--- config.mk ---
export PLATFORM = sky130hd
export DESIGN_NAME = anc_converter
export DESIGN_NICKNAME = d
export VERILOG_FILES = /design/src/core/anc_pkg.sv /design/src/core/anc_skid.sv /design/src/core/anc_converter.sv
export SDC_FILE = /design/constraint.sdc
export NUM_CORES = 1
export LEC_CHECK = 0
export BUFFER_PORTS_ARGS = -buffer_cell sky130_fd_sc_hd__buf_2
export CORE_UTILIZATION = 60
export DETAILED_ROUTE_END_ITERATION = 16
export PLACE_DENSITY = 0.8
export SLEW_MARGIN = 20
export SYNTH_ARGS = -nofsm -noshare
export SYNTH_HDL_FRONTEND = slang
export SYNTH_SLANG_ARGS = --single-unit
export TNS_END_PERCENT = 30
--- constraint.sdc ---
create_clock -name clk -period 8.8 [get_ports clk]
set_input_delay 0.44 -clock clk [delete_from_list [all_inputs] [get_ports clk]]
set_output_delay 0.44 -clock clk [all_outputs]
set_load 0.02 [all_outputs]
--- src/core/anc_pkg.sv ---
package anc_pkg;
	// Error codes reported to software
	localparam logic [15:0] ERR_NONE      = 16'h0000;
	localparam logic [15:0] ERR_CONV      = 16'h7F20;
	localparam logic [15:0] ERR_DIGCNT    = 16'h7D19;
	localparam logic [15:0] ERR_FEWDIG    = 16'h7D18;
	localparam logic [15:0] ERR_DPPOS     = 16'h7D21;
	// Digit limits for variable digit count
	localparam logic [3:0]  MAX_DEC_WORD  = 4'h5;
	localparam logic [3:0]  MAX_HEX_WORD  = 4'h4;
	localparam logic [3:0]  MAX_DEC_DWORD = 4'hA;
	localparam logic [3:0]  MAX_HEX_DWORD = 4'h8;
	// Character codes
	localparam logic [7:0]  CH_PLUS       = 8'h2B;
	localparam logic [7:0]  CH_MINUS      = 8'h2D;
	localparam logic [7:0]  CH_PERIOD     = 8'h2E;
	localparam logic [7:0]  CH_COMMA      = 8'h2C;
	localparam logic [7:0]  CH_SPACE      = 8'h20;
	// Delimiter selection
	localparam logic [1:0]  DLM_NONE      = 2'h0;
	localparam logic [1:0]  DLM_COMMA     = 2'h1;
	localparam logic [1:0]  DLM_SPACE     = 2'h2;
	// Reset values
	localparam logic [31:0] ACC_RST       = 32'h0000_0000;
	localparam logic [31:0] SCALE_ONE     = 32'h0000_0001;
	localparam logic [3:0]  CNT_RST       = 4'h0;
	localparam logic [15:0] ITEMS_RST     = 16'h0000;
	// Output word kinds
	typedef enum logic [1:0] {
		OUT_VALUE = 2'h0,
		OUT_POINT = 2'h1,
		OUT_COUNT = 2'h2
	} anc_kind_t;
	typedef enum logic [3:0] {
		ST_IDLE  = 4'b0001,
		ST_ITEM  = 4'b0010,
		ST_ERROR = 4'b0100,
		ST_DONE  = 4'b1000
	} anc_state_t;
endpackage : anc_pkg

--- src/core/anc_skid.sv ---
`timescale 1ns/10ps
module anc_skid #(
	parameter int W = 34
) (
	input  wire logic         clk,
	input  wire logic         rst,
	input  wire logic [W-1:0] in_data,
	input  wire logic         in_valid,
	output logic              in_ready,
	output logic      [W-1:0] out_data,
	output logic              out_valid,
	input  wire logic         out_ready
);
	// Two entries: a stall by the reader never drops the word in flight
	logic [W-1:0] mem_r [2];
	logic [W-1:0] mem_nxt [2];
	logic         wp_r, wp_nxt, rp_r, rp_nxt;
	logic [1:0]   cnt_r, cnt_nxt;
	logic         push, pop;

	assign in_ready  = (cnt_r != 2'h2);
	assign out_valid = (cnt_r != 2'h0);
	assign out_data  = mem_r[rp_r];
	assign push      = in_valid & in_ready;
	assign pop       = out_valid & out_ready;

	always_comb begin
		mem_nxt = mem_r;
		wp_nxt  = wp_r;
		rp_nxt  = rp_r;
		cnt_nxt = cnt_r;
		if (push) begin
			mem_nxt[wp_r] = in_data;
			wp_nxt        = ~wp_r;
		end
		if (pop) begin
			rp_nxt = ~rp_r;
		end
		if (push && !pop) begin
			cnt_nxt = cnt_r + 2'h1;
		end else if (pop && !push) begin
			cnt_nxt = cnt_r - 2'h1;
		end
	end

	always_ff @(posedge clk or posedge rst) begin
		if (rst) begin
			mem_r[0] <= '0;
			mem_r[1] <= '0;
			wp_r     <= 1'b0;
			rp_r     <= 1'b0;
			cnt_r    <= 2'h0;
		end else begin
			mem_r <= mem_nxt;
			wp_r  <= wp_nxt;
			rp_r  <= rp_nxt;
			cnt_r <= cnt_nxt;
		end
	end
endmodule : anc_skid

--- src/core/anc_converter.sv ---
`timescale 1ns/10ps
// Function
// - Hex mode: non-hex character gives 7F20
// - Decimal mode: stray non-digit gives 7F20
// - Sign accepted only as first character
// - Period only at configured digit position
// - Variable point: period not first or last
// - Delimiter accepted only between items
// - Word: over 5 dec/4 hex digits
// - Dword: over 10 dec/8 hex digits
// - Send, variable point: point position above digits gives 7D21
// - Fixed items, variable digits: zero digits error
// - Variable items: too few digits gives 7D18
// - Variable count: items first, count word after
// - Point position stored as power of ten
module anc_converter (
	input  wire logic        clk,
	input  wire logic        rst,
	input  wire logic        cfg_hex,
	input  wire logic        cfg_dword,
	input  wire logic        cfg_signed,
	input  wire logic        cfg_var_point,
	input  wire logic [3:0]  cfg_decimals,
	input  wire logic [1:0]  cfg_delim,
	input  wire logic        cfg_var_digits,
	input  wire logic [3:0]  cfg_digits,
	input  wire logic        cfg_var_items,
	input  wire logic [15:0] cfg_items,
	input  wire logic        start,
	input  wire logic [7:0]  rx_char,
	input  wire logic        rx_valid,
	output logic             rx_ready,
	input  wire logic        rx_end,
	output logic [31:0]      out_data,
	output logic [1:0]       out_kind,
	output logic             out_valid,
	input  wire logic        out_ready,
	output logic             busy,
	output logic             done,
	output logic             err,
	output logic [15:0]      err_code,
	input  wire logic        tx_check,
	input  wire logic [3:0]  tx_point_pos,
	output logic             tx_err,
	output logic [15:0]      tx_err_code
);
	anc_pkg::anc_state_t st_r, st_nxt;
	logic [31:0] acc_r, acc_nxt, scale_r, scale_nxt;
	logic [3:0]  ndig_r, ndig_nxt, nch_r, nch_nxt;
	logic        neg_r, neg_nxt, pt_r, pt_nxt, lastpt_r, lastpt_nxt;
	logic [15:0] items_r, items_nxt, code_r, code_nxt;
	logic        done_r, done_nxt;
	logic        cnt_pend_r, cnt_pend_nxt;
	logic [33:0] bw_data, bb_data;
	logic        bw_valid, bw_ready;
	logic        txe_r;
	logic [15:0] txc_r;

	logic        is_dig, is_hexl, is_hexu, is_sign, is_pt, is_dlm;
	logic [3:0]  nib, maxd;
	logic        take, item_end, all_end;
	logic [31:0] mult, vout;

	always_comb begin
		is_dig  = (rx_char >= 8'h30) && (rx_char <= 8'h39);
		is_hexu = (rx_char >= 8'h41) && (rx_char <= 8'h46);
		is_hexl = (rx_char >= 8'h61) && (rx_char <= 8'h66);
		is_sign = (rx_char == anc_pkg::CH_PLUS) || (rx_char == anc_pkg::CH_MINUS);
		is_pt   = (rx_char == anc_pkg::CH_PERIOD);
		is_dlm  = ((cfg_delim == anc_pkg::DLM_COMMA) && (rx_char == anc_pkg::CH_COMMA)) ||
			((cfg_delim == anc_pkg::DLM_SPACE) && (rx_char == anc_pkg::CH_SPACE));
		// Lowercase folds onto uppercase by the low nibble plus nine
		if (is_dig) begin
			nib = rx_char[3:0];
		end else begin
			nib = rx_char[3:0] + 4'h9;
		end
		if (cfg_dword) begin
			maxd = cfg_hex ? anc_pkg::MAX_HEX_DWORD : anc_pkg::MAX_DEC_DWORD;
		end else begin
			maxd = cfg_hex ? anc_pkg::MAX_HEX_WORD : anc_pkg::MAX_DEC_WORD;
		end
		mult = cfg_hex ? {acc_r[27:0], 4'h0} : ({acc_r[28:0], 3'h0} + {acc_r[30:0], 1'b0});
		vout = neg_r ? (~acc_r + 32'h1) : acc_r;
	end

	// Input stalls while a point or count word waits for buffer room
	assign take     = (st_r == anc_pkg::ST_ITEM) && rx_valid && bw_ready && !cnt_pend_r;
	assign rx_ready = take;
	assign item_end = take && (is_dlm || rx_end);
	assign all_end  = !cfg_var_items && (items_r + 16'h1 == cfg_items);

	always_comb begin
		st_nxt       = st_r;
		acc_nxt      = acc_r;
		scale_nxt    = scale_r;
		ndig_nxt     = ndig_r;
		nch_nxt      = nch_r;
		neg_nxt      = neg_r;
		pt_nxt       = pt_r;
		lastpt_nxt   = lastpt_r;
		items_nxt    = items_r;
		code_nxt     = code_r;
		done_nxt     = 1'b0;
		cnt_pend_nxt = cnt_pend_r;
		bw_valid     = 1'b0;
		bw_data      = {anc_pkg::OUT_VALUE, vout};
		case (st_r)
			anc_pkg::ST_IDLE, anc_pkg::ST_ERROR, anc_pkg::ST_DONE: begin
				if (start) begin
					st_nxt     = anc_pkg::ST_ITEM;
					acc_nxt    = anc_pkg::ACC_RST;
					scale_nxt  = anc_pkg::SCALE_ONE;
					ndig_nxt   = anc_pkg::CNT_RST;
					nch_nxt    = anc_pkg::CNT_RST;
					neg_nxt    = 1'b0;
					pt_nxt     = 1'b0;
					lastpt_nxt = 1'b0;
					items_nxt  = anc_pkg::ITEMS_RST;
					code_nxt   = anc_pkg::ERR_NONE;
				end
			end
			anc_pkg::ST_ITEM: begin
				if (cnt_pend_r) begin
					// Count word follows the stored items
					bw_valid = 1'b1;
					bw_data  = {anc_pkg::OUT_COUNT, 16'h0000, items_r};
					if (bw_ready) begin
						cnt_pend_nxt = 1'b0;
						st_nxt       = anc_pkg::ST_DONE;
						done_nxt     = 1'b1;
					end
				end else if (take && !item_end) begin
					nch_nxt    = nch_r + 4'h1;
					lastpt_nxt = 1'b0;
					if (is_dig || (cfg_hex && (is_hexu || is_hexl))) begin
						if (ndig_r == maxd && cfg_var_digits) begin
							code_nxt = anc_pkg::ERR_DIGCNT;
						end else begin
							acc_nxt  = mult + {28'h0, nib};
							ndig_nxt = ndig_r + 4'h1;
							if (pt_r) begin
								scale_nxt = {scale_r[28:0], 3'h0} + {scale_r[30:0], 1'b0};
							end
						end
					end else if (!cfg_hex && is_sign && cfg_signed) begin
						if (nch_r != 4'h0) begin
							code_nxt = anc_pkg::ERR_CONV;
						end
						neg_nxt = (rx_char == anc_pkg::CH_MINUS);
					end else if (!cfg_hex && is_pt && (cfg_var_point || cfg_decimals != 4'h0)) begin
						if (pt_r || ndig_r == 4'h0) begin
							code_nxt = anc_pkg::ERR_CONV;
						end else if (!cfg_var_point && ndig_r != cfg_digits - cfg_decimals) begin
							code_nxt = anc_pkg::ERR_CONV;
						end
						pt_nxt     = 1'b1;
						lastpt_nxt = 1'b1;
					end else begin
						code_nxt = anc_pkg::ERR_CONV;
					end
				end else if (item_end) begin
					if (is_dlm && nch_r == 4'h0) begin
						code_nxt = anc_pkg::ERR_CONV;
					end else if (lastpt_r) begin
						code_nxt = anc_pkg::ERR_CONV;
					end else if (ndig_r == 4'h0 && cfg_var_digits && !cfg_var_items) begin
						code_nxt = anc_pkg::ERR_DIGCNT;
					end else if (cfg_var_items && ndig_r < cfg_digits) begin
						code_nxt = anc_pkg::ERR_FEWDIG;
					end else if (is_dlm && all_end) begin
						code_nxt = anc_pkg::ERR_CONV;
					end else begin
						bw_valid  = 1'b1;
						items_nxt = items_r + 16'h1;
						acc_nxt   = anc_pkg::ACC_RST;
						ndig_nxt  = anc_pkg::CNT_RST;
						nch_nxt   = anc_pkg::CNT_RST;
						neg_nxt   = 1'b0;
						pt_nxt    = 1'b0;
						if (cfg_var_point) begin
							scale_nxt    = anc_pkg::SCALE_ONE;
							cnt_pend_nxt = 1'b0;
						end
						if (rx_end || all_end) begin
							if (cfg_var_items) begin
								cnt_pend_nxt = 1'b1;
							end else begin
								st_nxt   = anc_pkg::ST_DONE;
								done_nxt = 1'b1;
							end
						end
					end
				end
				if (code_nxt != anc_pkg::ERR_NONE) begin
					st_nxt = anc_pkg::ST_ERROR;
				end
			end
			default: begin
				st_nxt = anc_pkg::ST_IDLE;
			end
		endcase
	end

	// Point position follows the value, a one-entry stage keeps it from being dropped
	logic        pp_r, pp_nxt;
	logic [31:0] ppv_r, ppv_nxt;
	logic [33:0] feed;
	logic        feed_v, feed_rdy;
	always_comb begin
		pp_nxt  = pp_r;
		ppv_nxt = ppv_r;
		feed    = pp_r ? {anc_pkg::OUT_POINT, ppv_r} : bw_data;
		feed_v  = pp_r | bw_valid;
		if (pp_r && feed_rdy) begin
			pp_nxt = 1'b0;
		end else if (bw_valid && feed_rdy && cfg_var_point && bw_data[33:32] == anc_pkg::OUT_VALUE) begin
			pp_nxt  = 1'b1;
			ppv_nxt = scale_r;
		end
	end
	assign bw_ready = feed_rdy && !pp_r;

	anc_skid #(
		.W(34)
	) u_buf (
		.clk       (clk),
		.rst       (rst),
		.in_data   (feed),
		.in_valid  (feed_v),
		.in_ready  (feed_rdy),
		.out_data  (bb_data),
		.out_valid (out_valid),
		.out_ready (out_ready)
	);
	assign out_data = bb_data[31:0];
	assign out_kind = bb_data[33:32];

	always_ff @(posedge clk or posedge rst) begin
		if (rst) begin
			st_r       <= anc_pkg::ST_IDLE;
			acc_r      <= anc_pkg::ACC_RST;
			scale_r    <= anc_pkg::SCALE_ONE;
			ndig_r     <= anc_pkg::CNT_RST;
			nch_r      <= anc_pkg::CNT_RST;
			neg_r      <= 1'b0;
			pt_r       <= 1'b0;
			lastpt_r   <= 1'b0;
			items_r    <= anc_pkg::ITEMS_RST;
			code_r     <= anc_pkg::ERR_NONE;
			done_r     <= 1'b0;
			cnt_pend_r <= 1'b0;
			pp_r       <= 1'b0;
			ppv_r      <= anc_pkg::SCALE_ONE;
		end else begin
			st_r       <= st_nxt;
			acc_r      <= acc_nxt;
			scale_r    <= scale_nxt;
			ndig_r     <= ndig_nxt;
			nch_r      <= nch_nxt;
			neg_r      <= neg_nxt;
			pt_r       <= pt_nxt;
			lastpt_r   <= lastpt_nxt;
			items_r    <= items_nxt;
			code_r     <= code_nxt;
			done_r     <= done_nxt;
			cnt_pend_r <= cnt_pend_nxt;
			pp_r       <= pp_nxt;
			ppv_r      <= ppv_nxt;
		end
	end

	assign busy     = (st_r == anc_pkg::ST_ITEM);
	assign done     = done_r;
	assign err      = (st_r == anc_pkg::ST_ERROR);
	assign err_code = code_r;

	// Send-side check is registered so the code stands one cycle after the strobe
	always_ff @(posedge clk or posedge rst) begin
		if (rst) begin
			txe_r <= 1'b0;
			txc_r <= anc_pkg::ERR_NONE;
		end else if (tx_check) begin
			txe_r <= cfg_var_point && (tx_point_pos > cfg_digits);
			txc_r <= (cfg_var_point && (tx_point_pos > cfg_digits)) ? anc_pkg::ERR_DPPOS
				: anc_pkg::ERR_NONE;
		end
	end
	assign tx_err      = txe_r;
	assign tx_err_code = txc_r;
endmodule : anc_converter

==> results of run 1 <==
[routing by layer]
layer	vias up	share of wire [%]
met2	471	46
met1	6643	46
met4	0	2.4
met5	-	0
li1	6502	-
met3	75	5.6
[layout make-up]
type                       instances  area share [%]
inverter                          49           1.108
multi-input combinational       1379           55.89
clock buffer                      29           3.873
sequential                       219           31.73
timing repair buffer             128           3.931
clock inverter                    15           1.079
tap                              330           2.389
[metrics by stage]
| step | worst slack (ps) | hold WS, ps | instance area [sq um] |
|---|---|---|---|
| floorplan | 2372 | 444.4 | 15800 |
| global placement | 4201 | 457.2 | 16420 |
| detailed placement | 4073 | 476.4 | 16420 |
| CTS | 4024 | 110.6 | 17280 |
| global route | 3560 | 124.3 | 17280 |
| finish | 3851 | 114.3 | 17280 |
[worst paths after layout]
path                       startpoint              end  slack [ps]  cells past startpoint
max                        items_r[0]      scale_r[25]        3850                     12
min                          tx_check  tx_err_code[13]         110                      2
max reg2reg                items_r[0]      scale_r[25]        3850                     12
min reg2reg                scale_r[0]       scale_r[0]         500                      2
max in group asynchronous         rst      err_code[6]        7380                      3
min in group asynchronous         rst  u_buf.mem_r[60]         140                      2
[power by group through the flow]
stage          combinational (mW)  clock (mW)  sequential (mW)
2_1_floorplan               0.469           0             1.15
3_3_place_gp                0.639           0             1.14
3_5_place_dp                0.650           0             1.14
4_1_cts                     0.653        1.08             1.13
5_1_grt                     0.714        1.12             1.14
6_report                    0.656        1.06             1.13
[kinds of logic (layout without fill, tap and decap cells)]
kind of cell,count (synthesis),after routing
mux,143,143
other cells,1,8
compound gates,476,476
simple gates,541,541
buf+inv,153,221
fa+ha+maj,84,84
flops,219,219
xor+xnor,127,127
[state kept, by name, summed over array words and instances, names as in the netlist, 4 cells and up]
signal	cells
items_r	16
ppv_r	32
err_code	16
u_buf.mem_r	68
ndig_r	4
st_r	4
nch_r	4
acc_r	32
scale_r	32
[Yosys cell counts, types with 7 or more instances]
cell type,n,area share [%]
nor2b_1,15,0.59
o211ai_1,20,0.95
o21a_1,12,0.57
a31oi_1,19,0.75
nand2b_1,18,0.71
nor4_1,15,0.59
and3_1,13,0.52
xor2_1,70,3.9
buf_2,8,0.25
buf_4,19,0.90
o22ai_1,7,0.28
xnor2_1,56,3.1
or4_1,10,0.48
dfrtp_1,216,34
o31ai_1,43,2.0
and4_1,7,0.39
o41ai_1,11,0.61
or3_1,13,0.52
a21o_1,33,1.6
a211oi_1,16,0.76
nand2_1,213,5.1
nor2_1,76,1.8
nand3_1,37,1.2
mux2_2,135,9.6
a21oi_1,66,2.1
nor3_1,37,1.2
o21bai_1,11,0.52
clkbuf_1,72,1.7
inv_1,48,1.1
nand4_1,29,1.1
ha_1,80,6.3
o21ai_0,164,5.2
and2_1,11,0.44
mux2i_1,8,0.51
[worst register-to-register path: cells and delay by family (launching register included)]
| family | cells | cell delay (ps) |
|---|---|---|
| simple gates | 6 | 2230 |
| compound gates | 3 | 1190 |
| buf+inv | 1 | 480 |
| flops | 1 | 470 |
| fa+ha+maj | 1 | 300 |
| xor+xnor | 1 | 170 |
[cell usage in the layout, fill, tap and decap left out, types with 15 or more instances in the layout]
master / Yosys / routed
xor2_1: 70 / 70
mux2_2: 135 / 135
dfrtp_1: 216 / 216
a211oi_1: 16 / 16
nand4_1: 29 / 29
nand3_1: 37 / 37
clkbuf_16: 0 / 24
o21ai_0: 164 / 164
nand2_1: 213 / 213
o31ai_1: 43 / 43
nor4_1: 15 / 15
o211ai_1: 20 / 20
ha_1: 80 / 80
xnor2_1: 56 / 56
a21oi_1: 66 / 66
nor3_1: 37 / 37
a21o_1: 33 / 33
nor2b_1: 15 / 15
nand2b_1: 18 / 18
a31oi_1: 19 / 19
inv_1: 48 / 47
buf_2: 8 / 114
nor2_1: 76 / 75
==> impl_metrics.py, run 1 <==
metrics = {
    "floorplanning": {
        "die_area_sq_um": 26950,
        "io_pins": 123,
        "core_area_sq_um": 25470,
        "row_count": 58,
        "initial_core_util_pct": 61.94,
        "dieWidth_um": 164.2,
        "die_h_um": 164.2,
    },
    "setup_path": {
        "crit_type": "reg2reg",
        "cp_top_family": "simple AND/OR/NAND/NOR gates",
        "end_kind": "flop",
        "path_cells": "ha_1, nand3_1, nor3_1, xnor2_1, a2111oi_0, nand4_1, nand3_2, a31o_2, or3_1, buf_4, nand2_1, o31ai_1",
        "critPathLaunchType": "flop",
        "slowest_delay_ps": 690,
        "cp.arrival_ps": 5360,
        "path_buf_inv": 1,
        "worstPathRequired_ps": 9210,
        "critical_path_peak_fanout": 57,
        "slowest_stage": "a31o_2",
    },
    "drt": {
        "drtIter0Drc": 1133,
        "drt_first_pass_iters": 6,
        "post_drt_via_cell_ratio": 6.371,
        "drtAntennaViolNets": 0,
        "drt_wl_total_um": 39620,
        "vias": 13690,
        "wl_per_cell_um": 18.43,
        "drc": 0,
    },
    "yosys": {
        "muxShareOfSynthArea_pct": 10.14,
        "synthAdderAreaFrac_pct": 6.852,
        "postSynthCellCount": 1744,
        "ys_types": 89,
        "synth_enable_flop_cells": 0,
        "synth_compound_area_share_pct": 19.64,
        "synthXorXnorAreaFrac_pct": 7.145,
        "synth_top_flop_cell": "dfrtp_1",
        "ys_ff_latch": 219,
        "async_reset_ff_share_pct": 100.0,
        "synth_top_family_by_area": "compound AO/OA/AOI/OAI gates",
        "postSynthAreaPerCell_sq_um": 9.047,
        "ys_warn_count": 0,
        "ys_seq_area_share_pct": 34.76,
        "yosys.area_share.simple_pct": 17.24,
        "synth_area_sq_um": 15780,
    },
    "cts": {
        "ctsResizeCount": 0,
        "clock_path_buffers": 3,
        "clock_sinks": 219,
        "root_buffer": "clkbuf_16",
        "clock_latency_ps": 530,
        "path_clk_slew_ps": 60,
        "ctsHoldBuffers": 0,
        "cts_tree": "yes",
        "cts.htree.levels": 1,
        "cts_made_buffers": 24,
        "post-cts-setup-buffer-count": 0,
    },
    "cells_and_area": {
        "seq_area_sq_um": 5484,
        "multi_input_area_sq_um": 9659,
        "drive_above_1_share_pct": 18.97,
        "antenna_cells": 0,
        "fill_cells": 2015,
        "nets": 1936,
        "finalCoreUtilization_pct": 67.85,
        "syn_to_final_growth_pct": 9.540,
        "layout.cells.non_filler": 2149,
    },
    "global_routing": {
        "use_met1_pct": 41.89,
        "grt_use_met2_pct": 47.95,
        "grt_usage_pct": 29.63,
        "first_global_vias": 13060,
        "antenna_found_initial": 0,
        "grt_pass1_wl_um": 64910,
        "grt_max_degree": 138,
        "use_met3_pct": 2.778,
        "gr-max-usage-layer": "met2",
        "overflow": 0,
    },
    "power_and_ir_drop": {
        "p_int_mw": 1.929,
        "power.total_mw": 2.846,
        "p_leak_nw": 8.268,
        "netSwitchingPower_mw": 0.9165,
        "sequentialPowerShare_pct": 39.6,
        "comb_power_share_pct": 23.1,
        "powerDensity_nw_per_um2": 164.6,
        "pwr-share-clk_pct": 37.4,
        "p_sw_share_pct": 32.21,
        "vdd_drop_max_uv": 205.9,
    },
    "sta": {
        "rsz0062_at_grt": "false",
        "skew_ps": 28.86,
        "worst_slew_pin_slew_ps": 964.9,
        "maxSlewViolCount": 0,
        "fmax_mhz": 202.0,
        "hold_violations": 0,
        "finalSetupViolCount": 0,
        "max_slew_margin_pct": 35.67,
        "finalCriticalPeriod_ps": 4949,
        "setup_tns_ps": 0,
        "fin_crit_sh_pct": 56.24,
    },
    "placed_design": {
        "io_buffers": 114,
        "placed_cells": 2105,
        "place_congestion": 0.9411,
        "place_hpwl_um": 28890,
    },
    "min_path": {
        "hold_class": "in2reg",
    },
    "outcome": {
        "outcome": "finished, final reports clean",
    },
    "flow_run": {
        "drv_cap": 0,
    },
}
Power figures use the tool's default switching activity.
==> run 2: changes to the inputs <==
- CORE_UTILIZATION: 60 -> 56
- PLACE_DENSITY: 0.8 -> 0.78
- clock period: 8.8 -> 4.4 ns (I/O delays scaled with it)
==> run 2 against run 1 <==
Critical path depth unchanged. Core utilization shrank 4.5 points. Global-route usage is 1.8 points lower. Worst setup slack got worse by 3600 ps. First-iteration DRC count increased by 0.26%. Register-to-register slack got worse by 3600 ps. Cell count up 3.4%. Routed wire length increased by 1.2%. Highest routed layer unchanged.
==> impl_metrics.py, run 2 (synthesis gave the netlist of run 1 again) <==
metrics = {
    "drt": {
        "drtAntennaViolNets": 0,
        "drt_first_pass_iters": 5,
        "post_drt_via_cell_ratio": 6.203,
        "wl_per_cell_um": 18.05,
        "drc": 0,
        "drtIter0Drc": 1136,
        "drt_wl_total_um": 40100,
        "vias": 13780,
    },
    "setup_path": {
        "rr_endpoint": "acc_r[27]",
        "end_kind": "flop",
        "critPathLaunchType": "flop",
        "reg2reg_from": "acc_r[2]",
        "slowest_delay_ps": 570,
        "crit_path_start": "acc_r[2]",
        "cp-endpoint": "acc_r[27]",
        "crit_type": "reg2reg",
        "path_buf_inv": 0,
        "critical_path_peak_fanout": 8,
        "worstPathRequired_ps": 4790,
        "cp_top_family": "simple AND/OR/NAND/NOR gates",
        "path_cells": "ha_1, fa_1, a211oi_2, o211a_1, or4_1, a211o_1, and4_1, o31ai_2, nand4b_1, nor4_4, nand2b_1, a221o_1",
        "slowest_stage": "or4_1",
        "cp.arrival_ps": 4580,
        "timing.reg2reg.setup_slack_ps": 210,
        "cp_num_cells": 12,
        "timing.reg2reg.worst_path_depth": 12,
    },
    "cts": {
        "cts_tree": "yes",
        "root_buffer": "clkbuf_16",
        "path_clk_slew_ps": 60,
        "clock_path_buffers": 3,
        "post-cts-setup-buffer-count": 0,
        "cts.htree.levels": 1,
        "clock_latency_ps": 540,
        "cts_made_buffers": 25,
        "clock_sinks": 219,
    },
    "power_and_ir_drop": {
        "powerDensity_nw_per_um2": 329.3,
        "p_leak_nw": 8.447,
        "power.total_mw": 5.795,
        "vdd_drop_max_uv": 297.7,
    },
    "cells_and_area": {
        "largest_reg_flops": 68,
        "final_cell_mix": "dfrtp_1, nand2_1, o21ai_0",
        "largest-register": "u_buf.mem_r",
        "syn_to_final_growth_pct": 11.52,
        "antenna_cells": 0,
        "nets": 1962,
        "drive_above_1_share_pct": 19.85,
        "layout.cells.non_filler": 2222,
        "final_common_cell": "dfrtp_1",
    },
    "placed_design": {
        "place_hpwl_um": 29070,
        "io_buffers": 114,
        "placed_cells": 2175,
        "place_congestion": 0.9239,
    },
    "flow_run": {
        "drv_cap": 0,
    },
    "sta": {
        "hold_violations": 0,
        "maxSlewViolCount": 0,
        "max_slew_margin_pct": 33.24,
        "finalCriticalPeriod_ps": 4187,
        "fin_crit_sh_pct": 95.16,
        "worst_slew_pin_slew_ps": 1001,
        "skew_ps": 33.58,
        "finalSetupViolCount": 0,
        "setup_tns_ps": 0,
        "fmax_mhz": 238.8,
        "rsz0062_at_grt": "true",
    },
    "global_routing": {
        "grt_pass1_wl_um": 65980,
        "antenna_found_initial": 0,
        "overflow": 0,
        "first_global_vias": 13170,
        "grt_max_degree": 163,
        "grt_usage_pct": 27.86,
    },
    "floorplanning": {
        "dieWidth_um": 169.9,
        "core_area_sq_um": 27780,
        "initial_core_util_pct": 56.79,
        "die_h_um": 169.9,
        "io_pins": 123,
        "row_count": 61,
        "die_area_sq_um": 28850,
    },
    "min_path": {
        "holdPathStages": 4,
        "hold_class": "in2reg",
    },
    "outcome": {
        "outcome": "finished, final reports clean",
    },
}
-- run 2: worst register-to-register path, cell delays in order (launching register included) --
cell	delay, ps
dfrtp_1	490
ha_1	280
fa_1	270
a211oi_2	120
o211a_1	270
or4_1	570
a211o_1	360
and4_1	240
o31ai_2	280
nand4b_1	330
nor4_4	460
nand2b_1	100
a221o_1	290
-- run 2: per-stage QoR --
stage / area [sq um] / hold WS [ps] / util, % / setup slack (ps)
final: 17600 / 19.86 / 63.34 / 213.0
after global routing: 17600 / 54.66 / 63.34 / -12.20
after CTS: 17560 / 6.946 / 63.21 / 190.5
after detailed placement: 16660 / 433.6 / 59.96 / 256.5
after global placement: 16660 / 420.6 / 59.96 / 360.9
after floorplan: 15810 / 316.4 / - / -61.32
-- run 2: worst min-delay path by stage --
stage,startpoint,endpoint,slack [ps]
floorplan,tx_check,tx_err_code[13],320
global placement,tx_check,tx_err_code[13],420
detailed placement,tx_check,tx_err_code[13],430
CTS,start,st_r[3],7
global route,start,st_r[3],50
finish,start,st_r[3],20
-- run 2: layout make-up --
class | count | area (sq um)
clock buffers | 34 | 709.4
clock inverters | 10 | 165.2
fillers | 2322 | 10190
inverters | 49 | 187.7
multi-input cells | 1379 | 9693
flip-flops and latches | 219 | 5484
well taps | 378 | 473.0
repair buffers | 153 | 883.3
-- run 2: power breakdown --
group / switching (mW) / internal, mW
Combinational: 0.857 / 0.465
Sequential: 0.141 / 2.14
Clock: 0.827 / 1.36
Total: 1.82 / 3.97
-- run 2: what timing repair did --
action	CTS	global route
endpoints found under the hold margin	7	0
resized for setup	0	5
setup endpoints to repair	0	8
hold buffers	3	0
-- run 2: routing by layer --
metal	part of all wire (%)	GRT usage, %
met1	45	39.09
met2	47	46.42
met3	5.6	2.884
met4	2.0	6.306
met5	0	0
